===== config.mk =====
export PLATFORM = sky130hd
export DESIGN_NAME = ads_status_stop
export DESIGN_NICKNAME = d
export VERILOG_FILES = /design/src/common/ads_pkg.sv /design/src/ads_spi_engine.sv /design/src/ads_status_stop.sv
export SDC_FILE = /design/constraint.sdc
export NUM_CORES = 1
export LEC_CHECK = 0
export BUFFER_PORTS_ARGS = -buffer_cell sky130_fd_sc_hd__buf_2
export CORE_MARGIN = 3
export CORE_UTILIZATION = 35
export CTS_CLUSTER_DIAMETER = 120
export DETAILED_ROUTE_END_ITERATION = 16
export GPL_TIMING_DRIVEN = 0
export PLACE_DENSITY = 0.55
export SYNTH_ARGS = -nofsm -noshare
export SYNTH_HDL_FRONTEND = slang
export SYNTH_HIERARCHICAL = 1
export SYNTH_SLANG_ARGS = --single-unit

===== constraint.sdc =====
create_clock -name clk -period 1.7 [get_ports clk]
set_clock_uncertainty 0.05 [all_clocks]
set_input_delay 0.085 -clock clk [delete_from_list [all_inputs] [get_ports clk]]
set_output_delay 0.085 -clock clk [all_outputs]
set_load 0.01 [all_outputs]

===== src/common/ads_pkg.sv =====
// shared constants for the analog die status and stop register logic
package ads_pkg;
  // ******************************************************************
  // frame
  // ******************************************************************
  localparam int FRAME_BITS = 8;
  localparam int COND_COUNT = 8;
  // ******************************************************************
  // control byte layout
  // ******************************************************************
  localparam int CTL_SLOPE_TWO = 7;
  localparam int CTL_SLOPE_ONE = 6;
  localparam int CTL_PULLUP = 5;
  localparam int CTL_SW_THREE = 4;
  localparam int CTL_SW_TWO = 3;
  localparam int CTL_SW_ONE = 2;
  localparam int CTL_POWER_TWO = 1;
  localparam int CTL_POWER_ONE = 0;
  localparam logic [7:0] CTL_RESET = 8'h00;
  localparam logic [7:0] STOP_PATTERN = 8'hC1;
  localparam logic [7:0] STOP_MASK = 8'hDF;
  // ******************************************************************
  // status byte layout
  // ******************************************************************
  localparam int STS_SOURCE = 7;
  localparam int STS_BUS = 6;
  localparam int STS_OVER = 5;
  localparam int STS_UNDER = 4;
  localparam int STS_HEAT = 3;
  localparam int STS_SWITCH = 2;
  localparam int STS_WAKE_TWO = 1;
  localparam int STS_WAKE_ONE = 0;
  // ******************************************************************
  // condition input vector positions
  // ******************************************************************
  localparam int CND_BUS_WAKE = 0;
  localparam int CND_BUS_FAULT = 1;
  localparam int CND_OVER = 2;
  localparam int CND_UNDER = 3;
  localparam int CND_HEAT = 4;
  localparam int CND_SWITCH = 5;
  localparam int CND_WAKE_ONE = 6;
  localparam int CND_WAKE_TWO = 7;
  typedef enum logic [1:0] {ADS_RUN, ADS_STOP_ARMED, ADS_STOP} ads_power_e;
endpackage : ads_pkg


===== src/ads_spi_engine.sv =====
// byte-wide serial slave engine: pin synchronisers, shifting, frame checks
`timescale 1ns/1ps
module ads_spi_engine #(
  parameter int FRAME_BITS = ads_pkg::FRAME_BITS
) (
  // clock and reset
  input wire logic clk,
  input wire logic srst,
  // serial pins
  input wire logic sclk_pin,
  input wire logic ss_n_pin,
  input wire logic mosi_pin,
  output logic miso_o,
  output logic miso_oe,
  // byte side
  input wire logic [7:0] tx_byte,
  output logic frame_start,
  output logic frame_end,
  output logic frame_valid,
  output logic [7:0] rx_byte
);
  localparam int CW = $clog2(FRAME_BITS + 2);
  localparam logic [CW-1:0] CNT_FULL = CW'(FRAME_BITS);
  localparam logic [CW-1:0] CNT_OVER = CW'(FRAME_BITS + 1);

  logic sclk_s1_reg, sclk_s2_reg, sclk_s3_reg;
  logic ss_s1_reg, ss_s2_reg, ss_s3_reg;
  logic mosi_s1_reg, mosi_s2_reg;
  logic [CW-1:0] cnt_reg;
  logic [7:0] tx_shift_reg;
  logic [7:0] rx_shift_reg;
  logic miso_reg;

  wire sclk_rise = sclk_s2_reg & ~sclk_s3_reg;
  wire sclk_fall = ~sclk_s2_reg & sclk_s3_reg;
  wire ss_fall = ~ss_s2_reg & ss_s3_reg;
  wire ss_rise = ss_s2_reg & ~ss_s3_reg;
  wire active = ~ss_s2_reg;

  // first stages feed only the second stages
  always_ff @(posedge clk) begin
    if (srst) begin
      sclk_s1_reg <= 1'b0;
      sclk_s2_reg <= 1'b0;
      sclk_s3_reg <= 1'b0;
      ss_s1_reg <= 1'b1;
      ss_s2_reg <= 1'b1;
      ss_s3_reg <= 1'b1;
      mosi_s1_reg <= 1'b0;
      mosi_s2_reg <= 1'b0;
    end else begin
      sclk_s1_reg <= sclk_pin;
      sclk_s2_reg <= sclk_s1_reg;
      sclk_s3_reg <= sclk_s2_reg;
      ss_s1_reg <= ss_n_pin;
      ss_s2_reg <= ss_s1_reg;
      ss_s3_reg <= ss_s2_reg;
      mosi_s1_reg <= mosi_pin;
      mosi_s2_reg <= mosi_s1_reg;
    end
  end

  // count saturates one past a full frame so longer frames stay invalid
  always_ff @(posedge clk) begin
    if (srst || ss_fall) begin
      cnt_reg <= '0;
    end else if (active && sclk_fall && cnt_reg != CNT_OVER) begin
      cnt_reg <= cnt_reg + CW'(1);
    end
  end

  always_ff @(posedge clk) begin
    if (srst) begin
      tx_shift_reg <= '0;
      rx_shift_reg <= '0;
      miso_reg <= 1'b0;
    end else if (ss_fall) begin
      tx_shift_reg <= tx_byte;
    end else if (active && sclk_rise) begin
      miso_reg <= tx_shift_reg[7];
      tx_shift_reg <= {tx_shift_reg[6:0], 1'b0};
    end else if (active && sclk_fall) begin
      rx_shift_reg <= {rx_shift_reg[6:0], mosi_s2_reg};
    end
  end

  assign frame_start = ss_fall;
  assign frame_end = ss_rise;
  assign frame_valid = ss_rise && cnt_reg == CNT_FULL;
  assign rx_byte = rx_shift_reg;
  assign miso_o = miso_reg;
  assign miso_oe = active;

  // last sampling edge may be counted in the cycle just before the select rise
  chk_frame_count: assert property (@(posedge clk) disable iff (srst)
    frame_valid |-> $past(active) && cnt_reg == CNT_FULL)
    else $error("valid frame without eight sampling edges");
endmodule : ads_spi_engine


===== src/ads_status_stop.sv =====
// analog die status byte, fault latches, switch and bus gating, stop entry
`timescale 1ns/1ps
module ads_status_stop (
  // clock and reset
  input wire logic clk,
  input wire logic srst,
  // serial pins
  input wire logic sclk_pin,
  input wire logic ss_n_pin,
  input wire logic mosi_pin,
  output logic miso_o,
  output logic miso_oe,
  // analog condition inputs, asynchronous
  input wire logic bus_wake_flag,
  input wire logic bus_fault_flag,
  input wire logic overvoltage_flag,
  input wire logic supply_fail_flag,
  input wire logic regulator_heat_warning,
  input wire logic switch_overheat,
  input wire logic wake_input_one,
  input wire logic wake_input_two,
  // controls to the analog die
  output logic bus_tx_enable,
  output logic [2:0] switch_enable_bits,
  output logic bus_pullup_select,
  output logic [1:0] bus_slope_bits,
  output logic [1:0] power_state_bits,
  output logic stop_mode
);
  // ******************************************************************
  // serial engine
  // ******************************************************************
  logic frame_start, frame_end, frame_valid;
  logic [7:0] rx_byte;
  logic [7:0] status_byte;

  ads_spi_engine #(.FRAME_BITS(ads_pkg::FRAME_BITS)) u_engine (
    .clk(clk),
    .srst(srst),
    .sclk_pin(sclk_pin),
    .ss_n_pin(ss_n_pin),
    .mosi_pin(mosi_pin),
    .miso_o(miso_o),
    .miso_oe(miso_oe),
    .tx_byte(status_byte),
    .frame_start(frame_start),
    .frame_end(frame_end),
    .frame_valid(frame_valid),
    .rx_byte(rx_byte)
  );

  // ******************************************************************
  // condition synchronisers
  // ******************************************************************
  localparam int N = ads_pkg::COND_COUNT;
  logic [N-1:0] cond_raw, cond_s1_reg, cond_reg, cond_prev_reg;
  assign cond_raw = {wake_input_two, wake_input_one, switch_overheat, regulator_heat_warning,
                     supply_fail_flag, overvoltage_flag, bus_fault_flag, bus_wake_flag};

  genvar gi;
  generate
    for (gi = 0; gi < N; gi++) begin : g_sync
      always_ff @(posedge clk) begin
        if (srst) begin
          cond_s1_reg[gi] <= 1'b0;
          cond_reg[gi] <= 1'b0;
          cond_prev_reg[gi] <= 1'b0;
        end else begin
          cond_s1_reg[gi] <= cond_raw[gi];
          cond_reg[gi] <= cond_s1_reg[gi];
          cond_prev_reg[gi] <= cond_reg[gi];
        end
      end
    end
  endgenerate

  // ******************************************************************
  // power state and detector gating
  // ******************************************************************
  ads_pkg::ads_power_e pwr_reg, pwr_next;
  logic [7:0] ctrl_reg;
  wire in_stop = pwr_reg == ads_pkg::ADS_STOP;
  // supply and thermal detectors are off in stop
  wire run_det = ~in_stop;
  wire is_stop_byte = (rx_byte & ads_pkg::STOP_MASK) == ads_pkg::STOP_PATTERN;

  wire c_over = cond_reg[ads_pkg::CND_OVER] & run_det;
  wire c_under = cond_reg[ads_pkg::CND_UNDER] & run_det;
  wire c_heat = cond_reg[ads_pkg::CND_HEAT] & run_det;
  wire c_sw = cond_reg[ads_pkg::CND_SWITCH] & run_det;
  wire c_fault = cond_reg[ads_pkg::CND_BUS_FAULT];
  wire w_one = cond_reg[ads_pkg::CND_WAKE_ONE];
  wire w_two = cond_reg[ads_pkg::CND_WAKE_TWO];
  wire [N-1:0] rose = cond_reg & ~cond_prev_reg;
  wire [N-1:0] toggled = cond_reg ^ cond_prev_reg;
  wire bus_wake_evt = rose[ads_pkg::CND_BUS_WAKE];
  wire bus_fault_evt = rose[ads_pkg::CND_BUS_FAULT];
  wire wake_one_evt = in_stop & toggled[ads_pkg::CND_WAKE_ONE];
  wire wake_two_evt = in_stop & toggled[ads_pkg::CND_WAKE_TWO];
  // select rising edge also wakes from stop
  wire wake_evt = in_stop & (bus_wake_evt | wake_one_evt | wake_two_evt | frame_end);

  always_comb begin
    pwr_next = pwr_reg;
    case (pwr_reg)
      ads_pkg::ADS_RUN: begin
        if (frame_valid && is_stop_byte) begin
          pwr_next = ads_pkg::ADS_STOP_ARMED;
        end
      end
      ads_pkg::ADS_STOP_ARMED: begin
        if (frame_valid) begin
          pwr_next = is_stop_byte ? ads_pkg::ADS_STOP : ads_pkg::ADS_RUN;
        end
      end
      ads_pkg::ADS_STOP: begin
        if (wake_evt) begin
          pwr_next = ads_pkg::ADS_RUN;
        end
      end
      default: pwr_next = ads_pkg::ADS_RUN;
    endcase
  end

  // ******************************************************************
  // flags and event source
  // ******************************************************************
  logic bus_flag_reg, sw_flag_reg, sw_off_reg, tx_off_reg, src_pend_reg, sw_seen_reg;
  logic [6:0] src_bits_reg;
  logic [6:0] live_bits, evt_bits;

  assign live_bits = {bus_flag_reg, c_over, c_under, c_heat, sw_flag_reg, w_two, w_one};
  assign evt_bits = {bus_wake_evt | bus_fault_evt, rose[ads_pkg::CND_OVER] & run_det,
                     rose[ads_pkg::CND_UNDER] & run_det, rose[ads_pkg::CND_HEAT] & run_det,
                     rose[ads_pkg::CND_SWITCH] & run_det, wake_two_evt, wake_one_evt};
  wire any_evt = |evt_bits;
  wire bus_set = bus_wake_evt | c_fault;
  wire rd_bus = frame_start & bus_flag_reg;
  wire rd_sw = frame_start & sw_flag_reg;

  // source byte replaces live bits for one read, or also the next if an event lands in the read's select-fall cycle
  assign status_byte = src_pend_reg ? {1'b1, src_bits_reg} : {1'b0, live_bits};

  always_ff @(posedge clk) begin
    if (srst) begin
      src_pend_reg <= 1'b0;
      src_bits_reg <= '0;
    end else if (any_evt) begin
      src_pend_reg <= 1'b1;
      src_bits_reg <= frame_start ? evt_bits : (src_bits_reg | evt_bits);
    end else if (frame_start) begin
      src_pend_reg <= 1'b0;
      src_bits_reg <= '0;
    end
  end

  // a set in the read cycle wins over the clear
  always_ff @(posedge clk) begin
    if (srst) begin
      bus_flag_reg <= 1'b0;
      sw_flag_reg <= 1'b0;
    end else begin
      bus_flag_reg <= bus_set | (bus_flag_reg & ~rd_bus);
      sw_flag_reg <= c_sw | (sw_flag_reg & ~rd_sw);
    end
  end

  always_ff @(posedge clk) begin
    if (srst) begin
      tx_off_reg <= 1'b0;
      sw_off_reg <= 1'b0;
      sw_seen_reg <= 1'b0;
    end else begin
      // flag state at select fall: the clearing read cannot also re-enable
      if (frame_start) begin
        sw_seen_reg <= sw_flag_reg;
      end
      if (c_fault) begin
        tx_off_reg <= 1'b1;
      end else if (!bus_flag_reg) begin
        tx_off_reg <= 1'b0;
      end
      if (c_sw) begin
        sw_off_reg <= 1'b1;
      end else if (frame_valid && !sw_flag_reg && !sw_seen_reg) begin
        sw_off_reg <= 1'b0;
      end
    end
  end

  // ******************************************************************
  // control register and outputs
  // ******************************************************************
  logic [2:0] sw_on_reg;
  logic tx_en_reg;
  wire [2:0] sw_req = {ctrl_reg[ads_pkg::CTL_SW_THREE], ctrl_reg[ads_pkg::CTL_SW_TWO],
                       ctrl_reg[ads_pkg::CTL_SW_ONE]};

  always_ff @(posedge clk) begin
    if (srst) begin
      pwr_reg <= ads_pkg::ADS_RUN;
      ctrl_reg <= ads_pkg::CTL_RESET;
      sw_on_reg <= '0;
      tx_en_reg <= 1'b0;
    end else begin
      pwr_reg <= pwr_next;
      if (frame_valid) begin
        ctrl_reg <= rx_byte;
      end
      sw_on_reg <= (sw_off_reg | c_sw | in_stop) ? 3'h0 : sw_req;
      tx_en_reg <= ~(tx_off_reg | c_fault);
    end
  end

  assign switch_enable_bits = sw_on_reg;
  assign bus_tx_enable = tx_en_reg;
  assign bus_pullup_select = ctrl_reg[ads_pkg::CTL_PULLUP];
  assign bus_slope_bits = {ctrl_reg[ads_pkg::CTL_SLOPE_TWO], ctrl_reg[ads_pkg::CTL_SLOPE_ONE]};
  assign power_state_bits = {ctrl_reg[ads_pkg::CTL_POWER_TWO], ctrl_reg[ads_pkg::CTL_POWER_ONE]};
  assign stop_mode = in_stop;

  // ******************************************************************
  // checks
  // ******************************************************************
  chk_live_status: assert property (@(posedge clk) disable iff (srst)
    frame_start && !src_pend_reg |-> status_byte == {1'b0, live_bits})
    else $error("live status byte wrong");
  chk_source_shown: assert property (@(posedge clk) disable iff (srst)
    frame_start && src_pend_reg |-> status_byte[ads_pkg::STS_SOURCE])
    else $error("pending source not reported");
  chk_source_once: assert property (@(posedge clk) disable iff (srst)
    frame_start && !any_evt |=> !src_pend_reg)
    else $error("source flag not cleared after read");
  chk_bus_clear: assert property (@(posedge clk) disable iff (srst)
    rd_bus && !bus_set |=> !bus_flag_reg)
    else $error("bus flag not cleared by read");
  chk_tx_disable: assert property (@(posedge clk) disable iff (srst)
    c_fault |=> !bus_tx_enable)
    else $error("transmitter not disabled on fault");
  chk_tx_reenable: assert property (@(posedge clk) disable iff (srst)
    $rose(bus_tx_enable) |-> $past(!c_fault, 1) && $past(!bus_flag_reg, 2))
    else $error("transmitter back too early");
  chk_switch_off: assert property (@(posedge clk) disable iff (srst)
    c_sw |=> (switch_enable_bits == 3'h0) [*2])
    else $error("switches not off on overheat");
  chk_stop_twice: assert property (@(posedge clk) disable iff (srst)
    $rose(stop_mode) |-> $past(pwr_reg) == ads_pkg::ADS_STOP_ARMED && $past(is_stop_byte))
    else $error("stop without two stop bytes");
  chk_ctrl_commit: assert property (@(posedge clk) disable iff (srst)
    frame_valid |=> ctrl_reg == $past(rx_byte))
    else $error("control byte not committed");
  cov_stop_entry: cover property (@(posedge clk) disable iff (srst) $rose(stop_mode));
  cov_wake_source: cover property (@(posedge clk) disable iff (srst)
    frame_start && src_pend_reg && (src_bits_reg[1] || src_bits_reg[0]));
  cov_switch_restore: cover property (@(posedge clk) disable iff (srst)
    $fell(sw_off_reg));
  cov_tx_restore: cover property (@(posedge clk) disable iff (srst) $rose(tx_off_reg) ##[1:1000]
    $fell(tx_off_reg));
endmodule : ads_status_stop


# Word-level counts from Yosys, hierarchy flattened

Index checks and enable logic that the tools add are counted.

Register bits: 80
Latch bits: 0
Bits of input ports: 13
Bits in writable memories: 0
Word-level logic and storage cells: 136
Memories kept: 0
Bits in read-only memories: 0
Output and inout port bits: 12

Reductions and logical operators: 19
Shifts and indexed selects: 0
Div/mod/pow operators: 0
$mul: 0
Eq/ne operators: 9
Bitwise logic cells: 43
Order comparisons: 0
Add/sub/neg operators: 1
Multiplexer cells: 17

Operators by type and width:

| operator                                                              | count |
|---|---|
| 8-bit two-way mux                                                     | 3 |
| 7-bit two-way mux                                                     | 3 |
| 1-bit AND                                                             | 19 |
| 1-bit inverter                                                        | 10 |
| 1-bit bitwise OR                                                      | 10 |
| 2-bit two-way mux                                                     | 4 |
| 8-bit bitwise XOR                                                     | 1 |
| 7-bit equality test, second input constant                            | 1 |
| 1-bit logical AND                                                     | 7 |
| 7-bit bitwise OR                                                      | 1 |
| 7-bit OR reduction                                                    | 1 |
| 6-bit AND                                                             | 1 |
| 1-bit two-way mux                                                     | 6 |
| 2-bit != test, second input constant                                  | 3 |
| 6-bit inverter                                                        | 1 |
| 2-bit case mux with 3 select lines                                    | 1 |
| 3-bit AND reduction                                                   | 2 |
| 2-bit nonzero test                                                    | 3 |
| 4-bit by 1-bit adder with 4-bit output, second input constant         | 1 |
| 4-bit equality test, second input constant                            | 1 |
| 4-bit != test, second input constant                                  | 1 |
| 2-bit by 1-bit equality test with 1-bit output, second input constant | 1 |
| 2-bit equality test, second input constant                            | 1 |
| 1-bit logical NOT                                                     | 2 |
| 5 further kinds                                                       | 5 |

# Depth between registers and ports, before layout

Gate-level depths: netlist of run 1.

Depth in word-level cells: 8
Gate-level depth with buffers: 8

# By module

Netlist of run 1, hierarchy kept.

By module, submodules not included:

| module          | times used | area each (µm²) | cells each | sequential area each (µm²) |
|---|---|---|---|---|
| ads_status_stop | 1          | 1814.2          | 180        | 1021.0 |
| ads_spi_engine  | 1          | 1152.4          | 121        | 580.6 |

# Worst setup path after synthesis of run 1

No wires, ideal clock.

Kind: register -> register
Start: reg u_engine.ss_s3_reg
End: reg pwr_reg[1]
Data arrival time: 1387 ps
Slack: 193 ps
Required time: 1579 ps
Stages on the path, launching flop included: 8
Cell sequence: dfxtp_1 > clkbuf_1 > nor2_1 > and3_1 > nand4b_1 > nor4bb_1 > nand2_1 > a21oi_1

Word-level cells in the longest chain between the ends: 6
Elaborated cells on any way between the ends: 10

RTL lines:

| item                                   | line                   | source |
|---|---|---|
| start: declaration                     | ads_spi_engine.sv:27   | `logic ss_s1_reg, ss_s2_reg, ss_s3_reg;` |
| start signal: assignment               | ads_spi_engine.sv:57   | `ss_s3_reg <= ss_s2_reg;` |
| 1-bit inverter *                       | ads_spi_engine.sv:37   | `wire ss_rise = ss_s2_reg & ~ss_s3_reg;` |
| 1-bit AND *                            | ads_spi_engine.sv:37   |  |
| via frame_end                          | ads_status_stop.sv:33  | `logic frame_start, frame_end, frame_valid;` |
| 1-bit logical AND *                    | ads_spi_engine.sv:89   | `assign frame_valid = ss_rise && cnt_reg == CNT_FULL;` |
| via frame_valid                        | ads_status_stop.sv:33  |  |
| 1-bit logical AND                      | ads_status_stop.sv:107 | `if (frame_valid && is_stop_byte) begin` |
| 2-bit != test (no source line)         | --                     |  |
| 3-bit AND reduction (no source line) * | --                     |  |
| end signal: assignment                 | ads_status_stop.sv:201 | `pwr_reg <= ads_pkg::ADS_RUN;` |
| end signal: assignment                 | ads_status_stop.sv:206 | `pwr_reg <= pwr_next;` |
| end: declaration                       | ads_status_stop.sv:80  | `ads_pkg::ads_power_e pwr_reg, pwr_next;` |

Mark *: on every way through the listed nets, which the timed path passes. The rest lies on a longest branch.
A chain may end at the register's enable or synchronous reset.

# Worst setup path after layout of run 1

Start: reg u_engine.ss_s3_reg
End: reg u_engine.rx_shift_reg[4] (netlist: u_engine/rx_byte[4])

Word-level cells in the longest chain between the ends: 3

RTL lines:

| item                                 | line                 | source |
|---|---|---|
| 1-bit AND                            | ads_spi_engine.sv:36 | `wire ss_fall = ~ss_s2_reg & ss_s3_reg;` |
| 1-bit inverter (no source line)      | --                   |  |
| 3-bit AND reduction (no source line) | --                   |  |
| end signal: assignment               | ads_spi_engine.sv:83 | `rx_shift_reg <= {rx_shift_reg[6:0], mosi_s2_reg};` |
| end: declaration                     | ads_spi_engine.sv:31 | `logic [7:0] rx_shift_reg;` |

Every way passes these cells.

==> reports/qor.csv, run 1 <==
metric,value,unit
die_x,98.1,µm
die_area,9620,µm²
worstReg2RegStart,u_engine/ss_s3_reg,
htreeDepth,3,
clk_latency,0.35,ns
grt_max_degree,14,
worstPathArrival,1.82,ns
syn_inst,301,
drt-pass1-iter-count,5,
fin_crit_sh,93.4,%
drtIter0Drc,71,
track_usage,12.9,%
syn_nets,317,
gr-total-overflow,0,
synth_top_cell_area_share,54.0,%
regArea,1600,µm²
cts_tree,built,
gp_congestion,0.778,
antenna_found_initial,0,
antenna_cells,0,
critPathKind,reg -> reg,
start_util,37.2,%
slew_headroom,49.8,%
drc,0,
cts.sinks,80,
drive_gt1_share,18.8,%
netlist_area,2970,µm²
synthArstFlopShare,0,%
r2r_cells,4,
row_count,32,
synthTopCellsByArea,"dfxtp_1 (54%), nor2b_1 (7.6%), mux2i_1 (4.7%)",
num_vias,2134,
multiInputGateArea,1230,µm²
grt_pass1_vias,2060,
hp-start,srst,
route.antenna.remaining_nets,0,
cts_made_buffers,9,
tns,0,ns
setup_violations,0,
start_kind,register,
hold_path_class,in -> reg,
slew_violations,0,
final_area,3600,µm²
syn2layout_area_growth,21.5,%
end_kind,register,
hpwlAfterDp,3.92,mm
port_buffers,24,
synth-edff-count,0,
cp-startpoint,u_engine/ss_s3_reg,
cap_violations,0,
yosysSeqAreaShare,54.0,%
path_max_fanout,10,
drt-total-wl,5.77,mm
rsz0062_at_grt,yes,
final_hold_viol_count,0,
layout.nets,363,
hold-worst-slack,0.149,ns
critical_path_required,1.94,ns
max_freq,630,MHz
vdd_drop_max,0.511,mV
synthFlopType,dfxtp_1,
via_per_inst,4.70,
synth_area_leader_cell,dfxtp_1,
ys_warn_count,6,
r2r_setup_slack,0.11,ns
tightest_slew,0.751,ns
io_pins,25,
clockBufferDepth,2,
grt_pass1_wl,9.89,mm
core_region_area,7970,µm²
powerDensity,1060,nW/µm²
wl_per_cell,12.7,µm
period_needed,1.59,ns
cts-root-buf,clkbuf_8,
nFillCells,757,
dieHeight,98.1,µm
whs_path_depth,3,
power,3.83,mW
syn_area_per_cell,9.86,µm²
placedInstanceArea,3210,µm²
status,"complete, no violations",
synth_seq_cells,80,
synth.distinct_cells,46,
path_clk_slew,0.09,ns
power.leakage,1.36,nW
timing repair:
action	4_1_cts	5_1_grt
gates resized for setup	5	7
endpoints found under the setup margin	23	26
setup buffers	0	0
pin swaps	0	2
gates cloned	0	0
endpoints found under the hold margin	11	0
hold buffers	11	0
logic make-up after synthesis:
family	after synthesis	synth area share, %
simple gates	120	22.3
flops	80	54.0
compound gates	46	10.1
buf+inv	32	5.27
mux	18	6.24
fa+ha+maj	3	1.27
xor+xnor	2	0.844
where the power goes:
group	internal (mW)	switching, mW	leakage, nW
combinational	0.0970	0.103	0.581
sequential	1.92	0.0260	0.652
clock	1.02	0.669	0.124
metal layers:
layer	vias up	track usage [%]	wire [µm]
li1	1102	-	-
met5	-	0	0
met3	12	3.29	200
met2	38	19.6	2660
met1	982	17.1	2800
met4	0	6.07	116
layout by cell type (no fill, tap or decap), types with 4 or more instances in the layout:
| cell type | count |
|---|---|
| dlygate4sd3_1 | 11 |
| clkbuf_1 | 9 |
| mux2_2 | 4 |
| clkbuf_8 | 10 |
| o2bb2ai_1 | 7 |
| a22oi_1 | 7 |
| nand3_1 | 6 |
| or3_1 | 4 |
| buf_2 | 25 |
| nor2b_1 | 36 |
| mux2i_1 | 14 |
| buf_4 | 4 |
| nand2b_1 | 7 |
| dfxtp_1 | 79 |
| inv_1 | 11 |
| nand2_1 | 25 |
| nor2_1 | 21 |
| a21oi_1 | 19 |
per-stage QoR:
step / util [%] / cells / worst slack (ns)
5_1_grt: 45.2 / 454 / -0.0137
6_report: 45.2 / 454 / 0.112
3_5_place_dp: 40.3 / 427 / -0.0900
3_3_place_gp: 40.3 / 427 / -0.0719
2_1_floorplan: - / 301 / 0.193
4_1_cts: 45.0 / 454 / 0.00249
final cells by class:
| class | count | share of cell area [%] |
|---|---|---|
| Sequential cell | 80 | 44.5 |
| Clock inverter | 5 | 2.88 |
| Timing Repair Buffer | 35 | 6.39 |
| Multi-Input combinational cell | 189 | 34.2 |
| Inverter | 13 | 1.49 |
| Buffer | 19 | 3.12 |
| Tap cell | 102 | 3.54 |
| Clock buffer | 11 | 3.92 |
path summary, 6_finish.rpt:
path,endpoint
worst max-delay path,u_engine/rx_byte[4]
worst min-delay path,switch_enable_bits[1]
worst max register to register,u_engine/rx_byte[4]
worst min register to register,u_engine/ss_s2_reg
cell usage after synthesis, types with 3 or more instances:
master and count:
a21oi_1 19, a22oi_1 7, and2_1 3, buf_4 4, clkbuf_1 11, dfxtp_1 80
ha_1 3, inv_1 11, mux2_2 4, mux2i_1 14, nand2_1 25, nand2b_1 7
nand3_1 6, nor2_1 22, nor2b_1 36, nor3_1 3, o21ai_0 3, o22ai_1 3
o2bb2ai_1 7, or3_1 4
worst max-delay path, stage by stage (launching register included):
cell,delay (ns)
dfxtp_2,0.35
buf_6,0.15
nor4b_2,0.67
nand2_1,0.14
a21oi_1,0.16
Note: power is estimated with default switching activity, not from simulation.
==> inputs of run 2 (changes only) <==
--- a/config.mk
+++ b/config.mk
@@ -11,7 +11,7 @@
 export CTS_CLUSTER_DIAMETER = 120
 export DETAILED_ROUTE_END_ITERATION = 16
 export GPL_TIMING_DRIVEN = 0
-export PLACE_DENSITY = 0.55
+export PLACE_DENSITY_LB_ADDON = 0.1
 export SYNTH_ARGS = -nofsm -noshare
 export SYNTH_HDL_FRONTEND = slang
 export SYNTH_HIERARCHICAL = 1
==> run 2 against run 1 <==
Hold slack improved by 0.0025 ns. Sequential cell count unchanged. Clock power decreased by 8%. Largest cell class unchanged. Largest power group unchanged.
==> reports/qor.csv, run 2 (synthesis gave the netlist of run 1 again) <==
metric,value,unit
status,"complete, no violations",
r2r_cells,7,
cts-root-buf,clkbuf_8,
combPwrFrac,5.4,%
start_util,37.2,%
cp_num_cells,7,
r2r-end,pwr_reg[1],
r2r_setup_slack,0.08,ns
clk_latency,0.35,ns
critPathTopFamily,simple AND/OR/NAND/NOR gates,
tns,0,ns
drtIter0Drc,63,
antenna_cells,0,
syn2layout_area_growth,21.4,%
gr-total-overflow,0,
cp-startpoint,u_engine/ss_s3_reg,
cap_violations,0,
setup_violations,0,
cts_made_buffers,9,
place_ws,-0.174,ns
drive_gt1_share,19.6,%
io_pins,25,
vdd_drop_max,0.505,mV
critPathKind,reg -> reg,
num_vias,2118,
p_clk_share,41.8,%
via_per_inst,4.67,
port_buffers,24,
fin_ws,0.0836,ns
dieHeight,98.1,µm
power.leakage,1.35,nW
die_x,98.1,µm
worst_path_largest_cell_delay,0.35,ns
rsz0062_at_grt,yes,
powerDensity,1030,nW/µm²
route.antenna.remaining_nets,0,
drt-total-wl,5.72,mm
worstPathCellList,"buf_6, nor2_4, and3_4, nand4b_1, nor4bb_4, nand2_1, a21oi_1",
period_needed,1.62,ns
worstPathArrival,1.85,ns
switching_power,0.807,mW
fin_crit_sh,95.1,%
path_clk_slew,0.08,ns
hpwlAfterDp,3.88,mm
path_max_fanout,10,
wl_per_cell,12.6,µm
cts_setup_buffers,0,
worstReg2RegStart,u_engine/ss_s3_reg,
tightest_slew,0.533,ns
grt_max_degree,14,
cpMaxStageDelayCell,dfxtp_2,
slew_headroom,64.4,%
final_hold_viol_count,0,
crit_end,pwr_reg[1],
cp_num_buf_inv,1,
grt_pass1_wl,9.74,mm
grt_pass1_vias,1942,
max_freq,619,MHz
hold_path_class,in -> reg,
multiInputGateArea,1250,µm²
end_kind,register,
mostFrequentLayoutCells,"dfxtp_1 (78), nor2b_1 (35), buf_2 (26), nand2_1 (25), nor2_1 (21)",
die_area,9620,µm²
track_usage,12.9,%
gp_congestion,0.743,
placedInstanceArea,3210,µm²
cts.sinks,80,
nFillCells,772,
cts_tree,built,
core_region_area,7970,µm²
regArea,1600,µm²
drt-pass1-iter-count,4,
intPower,2.89,mW
slew_violations,0,
final_area,3600,µm²
seqPwrFrac,52.7,%
htreeDepth,3,
drc,0,
switching_share,21.8,%
layout.nets,363,
row_count,32,
hold-worst-slack,0.151,ns
clockBufferDepth,2,
antenna_found_initial,0,
critical_path_required,1.93,ns
start_kind,register,
final_common_cell,dfxtp_1,
## run 2: worst min-delay path: stages
cell and delay (ns):
buf_2 0.17, nor4_1 0.10, and2_1 0.15
## run 2: metal layers
metal	GRT usage, %	routed length, µm	up-vias	share of wire [%]
met2	18.5	2460	40	43
met4	5.11	75	0	1.3
met5	0	0	-	0
met3	4.07	252	9	4.4
li1	-	-	1105	-
met1	17.9	2930	964	51
## run 2: layout make-up
type                            instances  share of cell area (%)
Inverter                               13                    1.49
Clock inverter                          5                    2.19
Buffer                                 19                    3.13
Multi-Input combinational cell        189                    34.8
Timing Repair Buffer                   35                    6.39
Sequential cell                        80                    44.5
Clock buffer                           11                    3.93
Tap cell                              102                    3.54
## run 2: timing repair
item                                   CTS  global route
endpoints found under the hold margin   11             0
resized for setup                        5            14
pin swaps                                1             4
setup endpoints to repair               22            24
hold buffers                            11             0
## run 2: power groups by stage
stage	clock network, mW	registers, mW	logic (mW)
after floorplan	0	1.99	0.126
after global placement	0	1.99	0.178
after detailed placement	0	1.99	0.180
after CTS	1.60	1.95	0.200
after global routing	1.65	1.96	0.228
final	1.55	1.95	0.200
## run 2: worst min path at each step
stage / from / endpoint / slack (ns) / depth (start not counted)
final: srst / switch_enable_bits[1] / 0.15 / 3
after global routing: srst / switch_enable_bits[2] / 0.18 / 3
after CTS: srst / switch_enable_bits[1] / 0.14 / 3
after detailed placement: ss_n_pin / u_engine/ss_s1_reg / 0.22 / 2
after global placement: ss_n_pin / u_engine/ss_s1_reg / 0.22 / 2
after floorplan: ss_n_pin / u_engine/ss_s1_reg / 0.14 / 1
## run 2: metrics by stage
stage / cells / power (mW) / util, %
floorplan: 301 / 2.11 / -
finish: 454 / 3.70 / 45.2
global placement: 427 / 2.17 / 40.3
CTS: 454 / 3.75 / 44.7
global route: 454 / 3.83 / 45.2
detailed placement: 427 / 2.17 / 40.3
